## src/lamp_pwm_cfg.svh

```systemverilog
// Contract
// - clock failure forces outputs to full duty
// - each channel holds its own 8-bit duty
// - bits D10:D9 select channel phase
// - bit D8 switches channel, rising starts window
// - on bits mirrored in output control register
// - full-on, off, phase, divider apply immediately
// - duty below full applies next period
// - duty changes from write, select, or step
// - sync bit D1 resets all PWM counters
// - divider select 00 /4, 01 /2, 1x /1
// - 256 duty steps per period from CLK
// - no PWM in fail mode or clock failure
// - select bit picks own or shared duty
// - shared duty held in own register
// - channel state follows pin mode table
// - shared duty keeps channel phase and divider
// - step command moves five power channels only
// - one direction bit: 0 down, 1 up
// - step code: none, 4, 8, 16
// - stepping saturates at 00 and FF
`ifndef LAMP_PWM_CFG_SVH
`define LAMP_PWM_CFG_SVH
`define ADDR_INIT2 4'h1
`define ADDR_CH_FIRST 4'h2
`define ADDR_CH_LAST 4'h7
`define ADDR_OUT_CTRL 4'h8
`define ADDR_GLOBAL 4'h9
`define ADDR_PIN_MODE 4'hb
`define ADDR_DIVIDER 4'hc
`define ADDR_STEP 4'he
`define BIT_SYNC 1
`define BIT_SUBREG 8
`define BIT_ON 8
`define BIT_STEP_DIR 10
`define DUTY_FULL 8'hff
`define DUTY_EMPTY 8'h00
`define PHASE_SHIFT 6
`endif

```

## src/lamp_pwm_pkg.sv

```systemverilog
package lamp_pwm_pkg;
    typedef logic [7:0] duty_t;
    typedef struct packed {
        logic [3:0] addr;
        logic [11:0] data;
    } reg_wr_t;
endpackage : lamp_pwm_pkg

```

## src/lamp_pwm_ctrl.sv

```systemverilog
`timescale 1ns/1ps
`include "lamp_pwm_cfg.svh"
module lamp_pwm_ctrl #(
    parameter int NCH = 6
) (
    input wire logic clk, // 40 MHz system clock
    input wire logic rstn, // async reset, active low
    input wire logic reg_wr, // pulse at chip-select rising edge
    input wire lamp_pwm_pkg::reg_wr_t reg_in, // frame address and data
    input wire logic timing_clk, // pwm timing clock, sampled
    input wire logic clk_fail, // timing clock judged failed
    input wire logic fail_mode, // device in fail mode
    input wire logic [3:0] control_input_pin, // deglitched control inputs
    output logic [NCH-1:0] channel_drive_ff, // output drive
    output logic [NCH-1:0] window_start_ff, // overcurrent window start pulse
    output logic [NCH-1:0] channel_state // channel state
);
    ////////////////////////////////////////////////////////////////////////////
    logic [NCH-1:0] on_ff, shared_duty_select_ff, run_ff, state_q_ff;
    logic [1:0] phase_select_ff [NCH];
    logic [1:0] divider_select_ff [NCH];
    logic [1:0] pin_mode_ff [4];
    lamp_pwm_pkg::duty_t duty_value_ff [NCH];
    lamp_pwm_pkg::duty_t act_duty_ff [NCH];
    lamp_pwm_pkg::duty_t shared_duty_ff;
    logic [9:0] cnt_ff;
    logic tclk_q_ff, step_ff;
    logic [NCH-1:0] pstart, lit;
    lamp_pwm_pkg::duty_t tgt [NCH];
    lamp_pwm_pkg::duty_t pos [NCH];
    logic [NCH-1:0] nxt_drive;
    logic wr_ch, wr_sync, wr_step;

    assign wr_ch = reg_wr && reg_in.addr >= `ADDR_CH_FIRST && reg_in.addr <= `ADDR_CH_LAST;
    assign wr_sync = reg_wr && reg_in.addr == `ADDR_INIT2 && reg_in.data[`BIT_SYNC];
    assign wr_step = reg_wr && reg_in.addr == `ADDR_STEP;

    ////////////////////////////////////////////////////////////////////////////
    function automatic lamp_pwm_pkg::duty_t step_duty(input lamp_pwm_pkg::duty_t d,
            input logic [1:0] code, input logic up);
        logic [8:0] amt;
        logic [8:0] sum;
        amt = (code == 2'h0) ? 9'h000 : (9'h002 << code);
        sum = up ? ({1'b0, d} + amt) : ({1'b0, d} - amt);
        if (up && sum[8]) begin
            return `DUTY_FULL;
        end else if (!up && sum[8]) begin
            return `DUTY_EMPTY;
        end
        return sum[7:0];
    endfunction : step_duty

    function automatic lamp_pwm_pkg::duty_t ch_pos(input logic [9:0] c,
            input logic [1:0] prs, input logic [1:0] ph);
        lamp_pwm_pkg::duty_t b;
        b = prs[1] ? c[7:0] : (prs[0] ? c[8:1] : c[9:2]);
        return b - {ph, 6'h00};
    endfunction : ch_pos

    ////////////////////////////////////////////////////////////////////////////
    // timing clock counter; slow bands use the upper counter bits
    always_ff @(posedge clk or negedge rstn) begin
        if (!rstn) begin
            tclk_q_ff <= 1'b0;
            cnt_ff <= 10'h000;
            step_ff <= 1'b0;
        end else begin
            tclk_q_ff <= timing_clk;
            step_ff <= (timing_clk && !tclk_q_ff) || wr_sync;
            if (wr_sync) begin
                cnt_ff <= 10'h000;
            end else if (timing_clk && !tclk_q_ff) begin
                cnt_ff <= cnt_ff + 10'h001;
            end
        end
    end

    ////////////////////////////////////////////////////////////////////////////
    // control words and duplicated on bits
    always_ff @(posedge clk or negedge rstn) begin
        if (!rstn) begin
            on_ff <= '0;
            shared_duty_select_ff <= '0;
            shared_duty_ff <= `DUTY_EMPTY;
            for (int i = 0; i < NCH; i++) begin
                phase_select_ff[i] <= 2'h0;
                divider_select_ff[i] <= 2'h0;
                duty_value_ff[i] <= `DUTY_EMPTY;
            end
            for (int i = 0; i < 4; i++) begin
                pin_mode_ff[i] <= 2'h0;
            end
        end else if (reg_wr) begin
            if (wr_ch) begin
                for (int i = 0; i < NCH; i++) begin
                    if (reg_in.addr == 4'(i + 2)) begin
                        duty_value_ff[i] <= reg_in.data[7:0];
                        on_ff[i] <= reg_in.data[`BIT_ON];
                        phase_select_ff[i] <= reg_in.data[10:9];
                    end
                end
            end
            if (reg_in.addr == `ADDR_OUT_CTRL) begin
                on_ff <= reg_in.data[NCH-1:0];
            end
            if (reg_in.addr == `ADDR_GLOBAL) begin
                if (reg_in.data[`BIT_SUBREG]) begin
                    shared_duty_ff <= reg_in.data[7:0];
                end else begin
                    shared_duty_select_ff <= reg_in.data[NCH-1:0];
                end
            end
            if (reg_in.addr == `ADDR_PIN_MODE) begin
                for (int i = 0; i < 4; i++) begin
                    pin_mode_ff[i] <= reg_in.data[2*i +: 2];
                end
            end
            if (reg_in.addr == `ADDR_DIVIDER) begin
                for (int i = 0; i < 3; i++) begin
                    if (reg_in.data[`BIT_SUBREG]) begin
                        divider_select_ff[i+3] <= reg_in.data[2*i +: 2];
                    end else begin
                        divider_select_ff[i] <= reg_in.data[2*i +: 2];
                    end
                end
            end
            if (wr_step) begin
                for (int i = 0; i < 5; i++) begin
                    duty_value_ff[i] <= step_duty(duty_value_ff[i], reg_in.data[2*i +: 2],
                        reg_in.data[`BIT_STEP_DIR]);
                end
            end
        end
    end

    ////////////////////////////////////////////////////////////////////////////
    // channel state and duty source; external channels have no pin
    always_comb begin
        for (int i = 0; i < NCH; i++) begin
            logic [1:0] md;
            logic pin;
            md = (i < 4) ? pin_mode_ff[i] : 2'h0;
            pin = (i < 4) ? control_input_pin[i] : 1'b0;
            channel_state[i] = on_ff[i] && ((md == 2'h0) || (md == 2'h3) || pin);
            tgt[i] = ((shared_duty_select_ff[i] ^ (md == 2'h3 && pin)) ? shared_duty_ff
                : duty_value_ff[i]);
            pos[i] = ch_pos(cnt_ff, divider_select_ff[i], phase_select_ff[i]);
            pstart[i] = step_ff && pos[i] == `DUTY_EMPTY
                && (divider_select_ff[i][1] || (divider_select_ff[i][0] ? !cnt_ff[0]
                : cnt_ff[1:0] == 2'h0));
            lit[i] = run_ff[i] && pos[i] <= act_duty_ff[i];
        end
    end

    ////////////////////////////////////////////////////////////////////////////
    // full duty and off act at once, anything else waits for period start
    always_ff @(posedge clk or negedge rstn) begin
        if (!rstn) begin
            run_ff <= '0;
            for (int i = 0; i < NCH; i++) begin
                act_duty_ff[i] <= `DUTY_EMPTY;
            end
        end else begin
            for (int i = 0; i < NCH; i++) begin
                if (!channel_state[i]) begin
                    run_ff[i] <= 1'b0;
                end else if (tgt[i] == `DUTY_FULL) begin
                    run_ff[i] <= 1'b1;
                    act_duty_ff[i] <= tgt[i];
                end else if (pstart[i]) begin
                    run_ff[i] <= 1'b1;
                    act_duty_ff[i] <= tgt[i];
                end
            end
        end
    end

    ////////////////////////////////////////////////////////////////////////////
    always_comb begin
        if (fail_mode) begin
            nxt_drive = {2'b00, control_input_pin};
        end else if (clk_fail) begin
            nxt_drive = channel_state;
        end else begin
            nxt_drive = lit;
        end
    end

    always_ff @(posedge clk or negedge rstn) begin
        if (!rstn) begin
            channel_drive_ff <= '0;
            state_q_ff <= '0;
            window_start_ff <= '0;
        end else begin
            channel_drive_ff <= nxt_drive;
            state_q_ff <= channel_state;
            window_start_ff <= channel_state & ~state_q_ff;
        end
    end
endmodule : lamp_pwm_ctrl

```

## config.mk

```make
export PLATFORM = sky130hd
export DESIGN_NAME = lamp_pwm_ctrl
export DESIGN_NICKNAME = d
export VERILOG_FILES = /design/src/lamp_pwm_pkg.sv /design/src/lamp_pwm_ctrl.sv
export VERILOG_INCLUDE_DIRS = /design/src /design/src/src
export SDC_FILE = /design/constraint.sdc
export NUM_CORES = 1
export LEC_CHECK = 0
export BUFFER_PORTS_ARGS = -buffer_cell sky130_fd_sc_hd__buf_4
export CAP_MARGIN = 20
export CORE_MARGIN = 2
export CORE_UTILIZATION = 45
export CTS_BUF_LIST = sky130_fd_sc_hd__clkbuf_8
export CTS_CLUSTER_DIAMETER = 150
export DETAILED_ROUTE_END_ITERATION = 10
export MAX_ROUTING_LAYER = met4
export PLACE_DENSITY_LB_ADDON = 0.08
export RECOVER_POWER = 100
export SYNTH_ARGS = -nofsm -noshare
export SYNTH_HDL_FRONTEND = slang
export SYNTH_SLANG_ARGS = --single-unit
```

## constraint.sdc

```tcl
create_clock -name clk -period 3.1 [get_ports clk]
set_input_delay 0.62 -clock clk [delete_from_list [all_inputs] [get_ports clk]]
set_output_delay 0.62 -clock clk [all_outputs]
set_load 0.02 [all_outputs]
```

==> Word level (Yosys, flattened, before mapping) <==
Index checks and enable logic that the tools add are counted.
{ "op_classes": {"add_sub_neg": 17, "n_lt_le_gt_ge": 8, "n_eq_ne": 28, "shifts": 5, "mux": 119, "n_bitwise": 7, "n_reduce_logical": 124} }
{ "ops": {"columns": ["op", "n"], "rows": [
  ["8-bit 2-to-1 mux", 51],
  ["9-bit 2-to-1 mux", 10],
  ["3-bit AND reduction", 21],
  ["1-bit 2-to-1 mux", 50],
  ["8-bit == test, second input constant", 6],
  ["8-bit <= comparator", 6],
  ["8-bit logical NOT", 6],
  ["48-bit 2-to-1 mux", 1],
  ["8-bit subtractor", 6],
  ["8-bit by 9-bit adder with 9-bit output", 5],
  ["2-bit by 2-bit left shift with 9-bit output, first input constant", 5],
  ["8-bit by 9-bit subtractor with 9-bit output", 5],
  ["1-bit logical AND", 42],
  ["40-bit 2-to-1 mux", 1],
  ["2-bit nonzero test", 20],
  ["6-bit 2-to-1 mux", 4],
  ["4-bit == test, second input constant", 5],
  ["2-bit logical NOT", 10],
  ["10-bit 2-to-1 mux", 2],
  ["3-bit by 1-bit != test with 1-bit output, second input constant", 6],
  ["4-bit by 3-bit == test with 1-bit output, second input constant", 4],
  ["1-bit logical OR", 15],
  ["2-bit AND reduction", 7],
  ["10-bit by 1-bit adder with 10-bit output, second input constant", 1],
  ["10 further kinds", 19]
]} }
{ "totals": {"ff_bits": 184, "in_bits": 26, "output_inout_bits": 18, "wordCells": 356} }

==> Longest topological paths before layout <==
Gate-level depths: netlist of the first run.
{ "logic_depth": {"depth_word": 11, "depth_mapped": 15, "mapped_depth_nobuf": 12} }

==> Least setup slack after synthesis of the first run <==
Ideal clock, no wire load.
{ "synth_timing": {"kind": "in2reg", "startpoint": "input port reg_in[10] (netlist name)", "endpoint": "register duty_value_ff[8] (netlist name)", "setup_time_ns": 0.131, "arrival_time_ns": 2.929, "required_time_ns": 2.969, "setup_slack_ns": 0.040, "cell_stages": 9, "path_buffers": 1, "cell_sequence": "clkbuf_1 > mux2_2 > fa_1 > a211oi_1 > o21bai_1 > a21oi_1 > mux2i_1 > nor2_1 > a2bb2oi_1"} }
{ "synth_via": {"elab_chain_len": 8, "elab_cells_between_ends": 11, "classes_between": "mux (8); reduce/logical (3)"} }
{ "synth_lines": {"columns": ["element", "line_no", "text"], "rows": [
  ["start: declaration", "lamp_pwm_ctrl.sv:9", "input wire lamp_pwm_pkg::reg_wr_t reg_in,"],
  ["9-bit 2-to-1 mux / 1-bit logical NOT (equally long branches)", "lamp_pwm_ctrl.sv:44, lamp_pwm_ctrl.sv:47", null],
  ["1-bit logical AND", "lamp_pwm_ctrl.sv:47", "end else if (!up && sum[8]) begin"],
  ["1-bit 2-to-1 mux", "lamp_pwm_ctrl.sv:47", null],
  ["1-bit 2-to-1 mux", "lamp_pwm_ctrl.sv:45", "if (up && sum[8]) begin"],
  ["1-bit 2-to-1 mux", "lamp_pwm_ctrl.sv:127", "if (wr_step) begin"],
  ["1-bit 2-to-1 mux", "lamp_pwm_ctrl.sv:93", "end else if (reg_wr) begin"],
  ["8-bit 2-to-1 mux (*)", "lamp_pwm_ctrl.sv:50", "return sum[7:0];"],
  ["40-bit 2-to-1 mux (*)", "lamp_pwm_ctrl.sv:127", null],
  ["end signal: indexed assignment", "lamp_pwm_ctrl.sv:88", "duty_value_ff[i] <= `DUTY_EMPTY;"],
  ["end signal: indexed assignment", "lamp_pwm_ctrl.sv:97", "duty_value_ff[i] <= reg_in.data[7:0];"],
  ["end signal: indexed assignment", "lamp_pwm_ctrl.sv:129", "duty_value_ff[i] <= step_duty(duty_value_ff[i], reg_in.data[2*i +: 2],"],
  ["end: declaration", "lamp_pwm_ctrl.sv:23", "lamp_pwm_pkg::duty_t duty_value_ff [NCH];"]
]} }
Mark *: on every way between the ends. The rest lies on a longest branch, timed or not. The select of a mux whose other input is x is not followed.
A chain may end at the register's enable or synchronous reset.

==> flow_summary.ini, run 1 <==
[setup_path]
path_buf_inv = 3
slowest_delay_ns = 0.44
worst-r2r-setup-slack_ns = 0.27
required_ns = 3.51
crit_start = reg_in[3]
cp_max_fo = 4
critPathTopFamily = multiplexers
endpoint_kind = register
r2r-start = divider_select_ff[2]
r2r_cells = 10
worstSetupPathType = in -> reg
start_kind = input pin
path_cells = buf_4, inv_1, ha_1, mux2_2, fa_1, a211oi_1, o21bai_1, a21oi_1, mux2i_1, clkbuf_1, o22ai_1, nand2_1
crit_slowest_cell = fa_1
reg2reg_to = act_duty_ff[8]
cp.arrival_ns = 3.33

[drt]
route.detailed.drc = 0
vias = 10100
wl_per_cell_um = 20.8
drtIter0Drc = 751
firstDrtPassIters = 5
drt-total-wl_mm = 37.7
viasPerCell = 5.58
antenna_left = 0

[final_layout]
areaGrowthSynthToFinish_pct = 11.2
stdcell_area_mm2 = 0.0142
regArea_mm2 = 0.00460
final_nets = 1562
nFillCells = 2681
drive_above_1_share = 0.149
multiInputGateArea_mm2 = 0.00739
fin_util = 0.510
n_antenna_cell = 0

[synth]
syn_nets = 1470
avgSynthCellArea_um2 = 9.61
synth_compound_area_frac = 0.149
synth_most_common_cell = dfrtp_1
synth.top_cell.area_share = 0.361
synth_area_mm2 = 0.0128
syn_inst = 1329
synth_top_cell_by_area = dfrtp_1
synth.area.mux_share = 0.156
synth_seq_cells = 184
yosys.cell_types.count = 72
async_flop_share = 1.00
yosys_warnings = 0
synth_enable_flop_cells = 0
synthAdderAreaFrac = 0.116
yosysSeqAreaShare = 0.361
synth.area.top_cells = dfrtp_1 36%, ha_1 11%, mux2i_1 9.0%
synth_commonest_cells = 184 x dfrtp_1, 115 x mux2i_1, 115 x nand2_1
synth-xor-area-share = 0.0305
synth_top_family_by_area = multiplexers
synth_simple_gate_area_frac = 0.130
synth_flop_cell = dfrtp_1

[power_and_ir_drop]
p_comb_frac = 0.441
seqPwrFrac = 0.379
power.switching_mw = 4.03
leakagePower_nw = 7.01
p_total_mw = 9.74
intPower_mw = 5.71
p_sw_frac = 0.414
clkPwrFrac = 0.180
peakVddDrop_v = 0.000235
p_per_area_mw_per_mm2 = 686

[timing]
fin_skew_ns = 0.0222
hold_ws_ns = 0.286
report.final.slew_viol_count = 54
setup_violations = 0
post-route-period-util = 0.941
maxSlewHeadroom = -0.759
max_freq_ghz = 0.343
hold_violations = 0
tns_ns = 0
min_period_ns = 2.92
rsz0062_at_grt = false
tightest_slew_ns = 2.64

[job]
maxCapViolations = 1

[die]
floorplan.rows = 61
start_util = 0.458
dieArea_mm2 = 0.0297
die_width_um = 172
coreArea_mm2 = 0.0279
io-pin-count = 44
fp.dieH_um = 172

[cts]
post-cts-setup-buffers = 0
cts.sinks = 184
cts_htree_levels = 4
clk_latency_ns = 0.48
clkTransAtPathRegs_ns = 0.10
root_buffer = clkbuf_8
holdBufCountCts = 0
cts_made_buffers = 17
tritoncts = yes
clk_path_buf_depth = 2
cts_resized = 0

[global_routing]
grt_antenna_before_repair = 0
grt_first_pass_wirelength_mm = 58.4
grt_pass1_vias = 9667
track_usage = 0.271
overflow = 0
grt_max_degree = 58

[hold_path]
min_path_type = in -> reg
min_to = tclk_q_ff
hold_depth = 1
worstHoldStart = timing_clk

[placement]
routabilityCongestion = 0.916
postPlaceCellArea_mm2 = 0.0140
dp_hpwl_mm = 29.4
port_buffers = 42

[status]
outcome = complete, but fails checks
violations = capacitance limit, slew limit
-- placed cells by master, fill, tap and decap left out, types with 34 or more instances in the layout --
cell type    n
dfrtp_1    184
mux2i_1    116
nand2_1    116
ha_1       110
buf_4      102
inv_1       87
nor2_1      81
o21ai_0     73
a21oi_1     64
mux2_2      59
clkbuf_1    34
-- cells by family (layout without fill, tap and decap cells) --
logic type	after synthesis	count (layout)
and+or+nand+nor	339	339
AOI/OAI and AO/OA	299	299
muxes	189	189
DFF	184	184
buffers and inverters	162	267
adders and majority gates	115	115
xor gates and xnor gates	41	41
-- sequential cells by signal, indices dropped and copies added, names as in the netlist, 6 cells and up, named ones only --
signal and cells:
act_duty_ff 48, channel_drive_ff 6, cnt_ff 10, divider_select_ff 12, duty_value_ff 43, on_ff 6
phase_select_ff 12, pin_mode_ff 8, run_ff 6, shared_duty_ff 8, shared_duty_select_ff 6, state_q_ff 6
window_start_ff 6
-- through the flow --
step,std cells,setup slack [ns]
2_1_floorplan,1329,0.0399
3_3_place_gp,1780,-0.163
3_5_place_dp,1780,-0.189
4_1_cts,1812,0.322
5_1_grt,1812,0.0815
6_report,1812,0.183
-- metal layers --
| metal | up-vias | wire (um) | global-route usage |
|---|---|---|---|
| li1 | 4908 | - | - |
| met1 | 4934 | 18400 | 0.385 |
| met2 | 219 | 16500 | 0.401 |
| met3 | 41 | 1760 | 0.0410 |
| met4 | 0 | 952 | 0.0804 |
| met5 | - | 0 | - |
-- power groups by stage --
stage / registers, mW / logic (mW) / clock network [mW]
CTS: 3.67 / 4.39 / 1.80
global route: 3.77 / 4.81 / 1.89
global placement: 3.70 / 4.29 / 0
finish: 3.69 / 4.30 / 1.76
detailed placement: 3.72 / 4.36 / 0
floorplan: 3.39 / 3.23 / 0
-- how the worst max path moves through the flow --
stage	slack [ns]	end	depth (start not counted)
after floorplan	0.04	duty_value_ff[8]	9
after global placement	-0.16	register	11
after detailed placement	-0.19	register	11
after CTS	0.32	register	11
after global routing	0.08	act_duty_ff[0]	9
final	0.18	register	12
-- area by class of cell --
cell class / count / share of cell area
clock buffer: 18 / 0.0174
clock inverter: 14 / 0.0122
inverter: 90 / 0.0238
multi-input combinational: 983 / 0.520
sequential: 184 / 0.324
tap: 378 / 0.0333
timing repair buffer: 145 / 0.0686
(Power assumes the default switching activity.)
==> run 2, diff against run 1 <==
--- a/config.mk
+++ b/config.mk
@@ -8,6 +8,7 @@
 export LEC_CHECK = 0
 export BUFFER_PORTS_ARGS = -buffer_cell sky130_fd_sc_hd__buf_4
 export CAP_MARGIN = 20
+export CORE_ASPECT_RATIO = 1.25
 export CORE_MARGIN = 2
 export CORE_UTILIZATION = 45
 export CTS_BUF_LIST = sky130_fd_sc_hd__clkbuf_8
==> constraint.sdc (replaced) <==
create_clock -name clk -period 2.4 [get_ports clk]
set_input_delay 0.48 -clock clk [delete_from_list [all_inputs] [get_ports clk]]
set_output_delay 0.48 -clock clk [all_outputs]
set_load 0.02 [all_outputs]
==> run 2 against run 1 <==
The flow finishes with violations (capacitance limit, slew limit, setup timing). Design area rose by 9.2%. Sequential cell count stayed put. Hold slack lost 0.15 ns. Highest routed layer unchanged.
==> flow_summary.ini, run 2 (synthesized netlist as in run 1, its figures left out) <==
[cts]
clk_path_buf_depth = 2
clkTransAtPathRegs_ns = 0.10
cts_made_buffers = 17
root_buffer = clkbuf_8
tritoncts = yes
cts.sinks = 184
clk_latency_ns = 0.48
cts_htree_levels = 4

[die]
coreArea_mm2 = 0.0277
dieArea_mm2 = 0.0298
start_util = 0.460
io-pin-count = 44
fp.dieH_um = 192
floorplan.rows = 68
die_width_um = 155

[global_routing]
grt_max_degree = 66
grt_antenna_before_repair = 0
overflow = 0
track_usage = 0.267
grt_pass1_vias = 10200
grt_first_pass_wirelength_mm = 58.8

[placement]
routabilityCongestion = 0.901
placed_cells = 1848
dp_hpwl_mm = 29.4
port_buffers = 42
pre_cts_slack_ns = -0.446

[final_layout]
most-common-layout-cells = 196 x buf_4, 180 x dfrtp_1, 113 x nand2_1, 112 x mux2i_1, 99 x ha_1
final_common_cell = buf_4
nFillCells = 2587
top_regs = act_duty_ff x48, duty_value_ff x43
instances_no_fill = 1890
top_register = act_duty_ff
n_antenna_cell = 0
drive_above_1_share = 0.260
areaGrowthSynthToFinish_pct = 21.4
largest_reg_flops = 48
final_nets = 1669

[drt]
firstDrtPassIters = 5
route.detailed.drc = 0
vias = 10400
wl_per_cell_um = 19.9
viasPerCell = 5.52
antenna_left = 0
drt-total-wl_mm = 37.6
drtIter0Drc = 612

[job]
maxCapViolations = 1

[setup_path]
reg2reg_to = act_duty_ff[34]
r2r-start = cnt_ff[7]
start_kind = register
endpoint_kind = register
worstSetupPathType = reg -> reg
cp_max_fo = 8
r2r_cells = 10
required_ns = 2.75
cp.arrival_ns = 2.79
worst-r2r-setup-slack_ns = -0.03

[power_and_ir_drop]
p_per_area_mw_per_mm2 = 853
p_sw_frac = 0.402
intPower_mw = 7.91
leakagePower_nw = 7.64
power.switching_mw = 5.32
p_total_mw = 13.2
seqPwrFrac = 0.341
peakVddDrop_v = 0.000388
clkPwrFrac = 0.147
p_comb_frac = 0.512

[timing]
maxSlewHeadroom = -0.0897
max_freq_ghz = 0.411
hold_violations = 0
report.final.slew_viol_count = 66
tightest_slew_ns = 1.63
worst_slack_ns = -0.0342
post-route-period-util = 1.01
setup_violations = 10
tns_ns = -0.191
min_period_ns = 2.43
fin_skew_ns = 0.0141
rsz0062_at_grt = true

[hold_path]
min_to = tclk_q_ff
hold_depth = 1
worstHoldStart = timing_clk
min_path_type = in -> reg

[status]
outcome = complete, but fails checks
violations = capacitance limit, slew limit, setup timing
[run 2: changes by cell type in the layout (fill, tap and decap cells not counted), moves of 9 or more]
cell / delta
ha_1: -11
inv_1: -9
buf_4: +94
mux2_4: +9
buf_12: +10
a21oi_1: -9
a21oi_2: +9
o21ai_0: -12
[run 2: through the flow]
stage	area (um2)	utilization	hold slack, ns
floorplan	13100	-	0.184
global placement	15100	0.544	0.380
detailed placement	15100	0.544	0.384
CTS	15500	0.559	0.0782
global route	15500	0.559	0.104
finish	15500	0.559	0.136
[run 2: worst max path at each step]
stage               startpoint         endpoint  slack, ns  cells past startpoint
floorplan            reg_in[4]         register      -0.20                     12
global route         cnt_ff[7]  act_duty_ff[38]      -0.19                     10
CTS                  cnt_ff[7]  act_duty_ff[24]      -0.03                      9
finish               cnt_ff[7]  act_duty_ff[34]      -0.03                     10
detailed placement   reg_in[4]         register      -0.45                     12
global placement     reg_in[1]         register      -0.42                     11
[run 2: timing repair]
| action | CTS | global route |
|---|---|---|
| resized for setup | 9 | 36 |
| hold buffers | 1 | 0 |
| cloned | 0 | 1 |
| endpoints found under the hold margin | 2 | 0 |
| endpoints found under the setup margin | 52 | 62 |
| buffers inserted | 3 | 6 |
| pin swaps | 6 | 35 |
[run 2: worst max-delay path, cell delays in order, from the launching register on]
cell and delay [ns]:
dfrtp_2 0.45, buf_4 0.16, mux2i_1 0.13, nor2_1 0.05
a21oi_1 0.14, ha_2 0.20, nand2_1 0.05, a2111o_1 0.35
o41a_1 0.40, nand2b_4 0.24, mux2i_1 0.14
[run 2: routing by layer]
layer | track usage | routed length, um | up-vias
li1 | - | - | 5124
met4 | 0.0926 | 1170 | 0
met2 | 0.427 | 17600 | 208
met5 | - | 0 | -
met1 | 0.357 | 17600 | 5049
met3 | 0.0272 | 1160 | 53
[run 2: layout make-up]
class                   instances  area, um2  share of cell area
flip-flops and latches        184       4610               0.297
well taps                     350        438              0.0283
inverters                      90        413              0.0266
repair buffers                252       1950               0.126
clock buffers                  20        275              0.0178
multi-input cells             983       7740               0.499
clock inverters                11       75.1             0.00484
[run 2: power by group through the flow]
| stage | combinational [mW] | clock (mW) | sequential (mW) |
|---|---|---|---|
| 2_1_floorplan | 4.30 | 0 | 4.39 |
| 3_3_place_gp | 6.47 | 0 | 4.53 |
| 3_5_place_dp | 6.58 | 0 | 4.55 |
| 4_1_cts | 6.67 | 2.01 | 4.49 |
| 5_1_grt | 7.49 | 2.14 | 4.60 |
| 6_report | 6.77 | 1.95 | 4.51 |
==> run 3, diff against run 2 <==
--- a/config.mk
+++ b/config.mk
@@ -8,8 +8,6 @@
 export LEC_CHECK = 0
 export BUFFER_PORTS_ARGS = -buffer_cell sky130_fd_sc_hd__buf_4
 export CAP_MARGIN = 20
-export CORE_ASPECT_RATIO = 1.25
-export CORE_MARGIN = 2
 export CORE_UTILIZATION = 45
 export CTS_BUF_LIST = sky130_fd_sc_hd__clkbuf_8
 export CTS_CLUSTER_DIAMETER = 150
==> run 3 against run 2 <==
Non-clock buffer count increased by 7. Global-route usage up 1.1 points. Critical endpoint is now act_duty_ff[40]. The run still ends with capacitance limit, slew limit, setup timing left. Die area is 2.3% lower. Critical path depth unchanged. Largest cell class unchanged.
==> flow_summary.ini, run 3 (synthesized netlist as in run 1, its figures left out) <==
[setup_path]
path_depth = 10
path_buf_inv = 2
r2r-start = cnt_ff[7]
slowest_delay_ns = 0.43
crit_slowest_cell = dfrtp_2
crit_start = cnt_ff[7]
r2r_cells = 10
cp.arrival_ns = 2.86
path_cells = buf_6, buf_4, mux2i_1, nor2_1, a21oi_1, ha_2, o2111ai_1, or4_1, o31a_1, mux2_4
cp_max_fo = 3
critPathTopFamily = compound AO/OA/AOI/OAI gates
start_kind = register
required_ns = 2.76
worstSetupPathType = reg -> reg
endpoint_kind = register

[status]
violations = capacitance limit, slew limit, setup timing
outcome = complete, but fails checks

[global_routing]
grt_max_degree = 55
overflow = 0
grt_first_pass_wirelength_mm = 58.1
grt_antenna_before_repair = 1
grt_pass1_vias = 10000
track_usage = 0.278

[placement]
dp_hpwl_mm = 29.9
port_buffers = 42
routabilityCongestion = 0.897
placed_cells = 1879
postPlaceCellArea_mm2 = 0.0151

[cts]
clk_latency_ns = 0.47
clk_path_buf_depth = 2
root_buffer = clkbuf_8
cts_htree_levels = 4
cts_made_buffers = 17
clkTransAtPathRegs_ns = 0.10
cts.sinks = 184
tritoncts = yes

[hold_path]
min_path_type = in -> reg
worstHoldStart = timing_clk
hold_depth = 1

[final_layout]
top_register = act_duty_ff
final_common_cell = buf_4
final_nets = 1676
stdcell_area_mm2 = 0.0157
largest_reg_flops = 48
areaGrowthSynthToFinish_pct = 23.1
instances_no_fill = 1925
top_regs = act_duty_ff x48, duty_value_ff x43
drive_above_1_share = 0.279
multiInputGateArea_mm2 = 0.00778
most-common-layout-cells = 231 x buf_4, 182 x dfrtp_1, 113 x mux2i_1, 113 x nand2_1, 98 x ha_1
regArea_mm2 = 0.00461
nFillCells = 2579

[power_and_ir_drop]
peakVddDrop_v = 0.000417
p_per_area_mw_per_mm2 = 861
leakagePower_nw = 7.79

[timing]
min_period_ns = 2.50
hold_violations = 0
fin_skew_ns = 0.0139
tightest_slew_ns = 1.51
max_freq_ghz = 0.401
rsz0062_at_grt = true
maxSlewHeadroom = -0.00359
post-route-period-util = 1.04
worst_slack_ns = -0.0967
setup_violations = 32
report.final.slew_viol_count = 53

[die]
coreArea_mm2 = 0.0279
start_util = 0.458
dieArea_mm2 = 0.0291
die_width_um = 170
fp.dieH_um = 170
floorplan.rows = 61
io-pin-count = 44

[job]
maxCapViolations = 1

[drt]
firstDrtPassIters = 7
antenna_left = 0
drtIter0Drc = 674
viasPerCell = 5.44
wl_per_cell_um = 19.8
vias = 10500
drt-total-wl_mm = 38.2
route.detailed.drc = 0
## run 3: cell types whose count changed in the layout (fill, tap and decap cells not counted), sizes merged
cell,previous run,this run
clkinvlp,2,1
clkbuf,57,31
inv,91,93
bufinv,0,3
clkinv,8,2
diode,0,1
buf,214,248
## run 3: through the flow
step	hold WS (ns)	setup TNS (ns)	util	setup slack, ns	total power [mW]
finish	0.136	-1.33	0.564	-0.0967	13.5
global route	0.104	-10.78	0.564	-0.217	14.5
CTS	0.0871	-0.256	0.559	-0.0423	13.4
detailed placement	0.386	-14.72	0.541	-0.450	11.1
global placement	0.380	-13.59	0.541	-0.422	11.0
floorplan	0.184	-2.84	-	-0.198	8.69
## run 3: timing repair
action / in CTS / in global routing
endpoints found under the hold margin: 43 / 0
setup endpoints to repair: 46 / 63
setup buffers: 6 / 9
gates resized for setup: 16 / 38
pin swaps: 24 / 34
hold buffers: 1 / 0
## run 3: path summary, 6_finish.rpt
check / end / slack, ns
min in group asynchronous: window_start_ff[3] / 0.91
max reg2reg: act_duty_ff[40] / -0.1
min reg2reg: window_start_ff[0] / 0.39
min: tclk_q_ff / 0.14
max: act_duty_ff[40] / -0.1
max in group asynchronous: duty_value_ff[38] / 0.21
## run 3: power by group
part	internal, mW	total [mW]	switching (mW)
sequential	3.86	4.51	0.648
clock	1.12	2.25	1.13
combinational	3.24	6.77	3.53
## run 3: routing by layer
metal,global-route usage,vias up,share of wire
li1,-,5133,-
met1,0.379,5113,0.49
met2,0.433,177,0.46
met3,0.0388,42,0.030
met4,0.0740,0,0.020
met5,-,-,0
## run 3: worst reg2reg max path, delay by kind of cell, from the launching register on
family | cells | cell delay (ns)
multiplexers | 2 | 0.44
flip-flops | 1 | 0.43
AND/OR/NAND/NOR | 2 | 0.47
buffers and inverters | 2 | 0.26
adder cells (fa/ha/maj) | 1 | 0.20
AO/OA/AOI/OAI | 3 | 0.58
## run 3: final cells by class
type | count | area share
multi-input cells | 983 | 0.495
flip-flops and latches | 184 | 0.293
repair buffers | 259 | 0.129
well taps | 378 | 0.0301
inverters | 90 | 0.0263
clock buffers | 21 | 0.0184
clock inverters | 9 | 0.00804
diodes | 1 | 0.000159
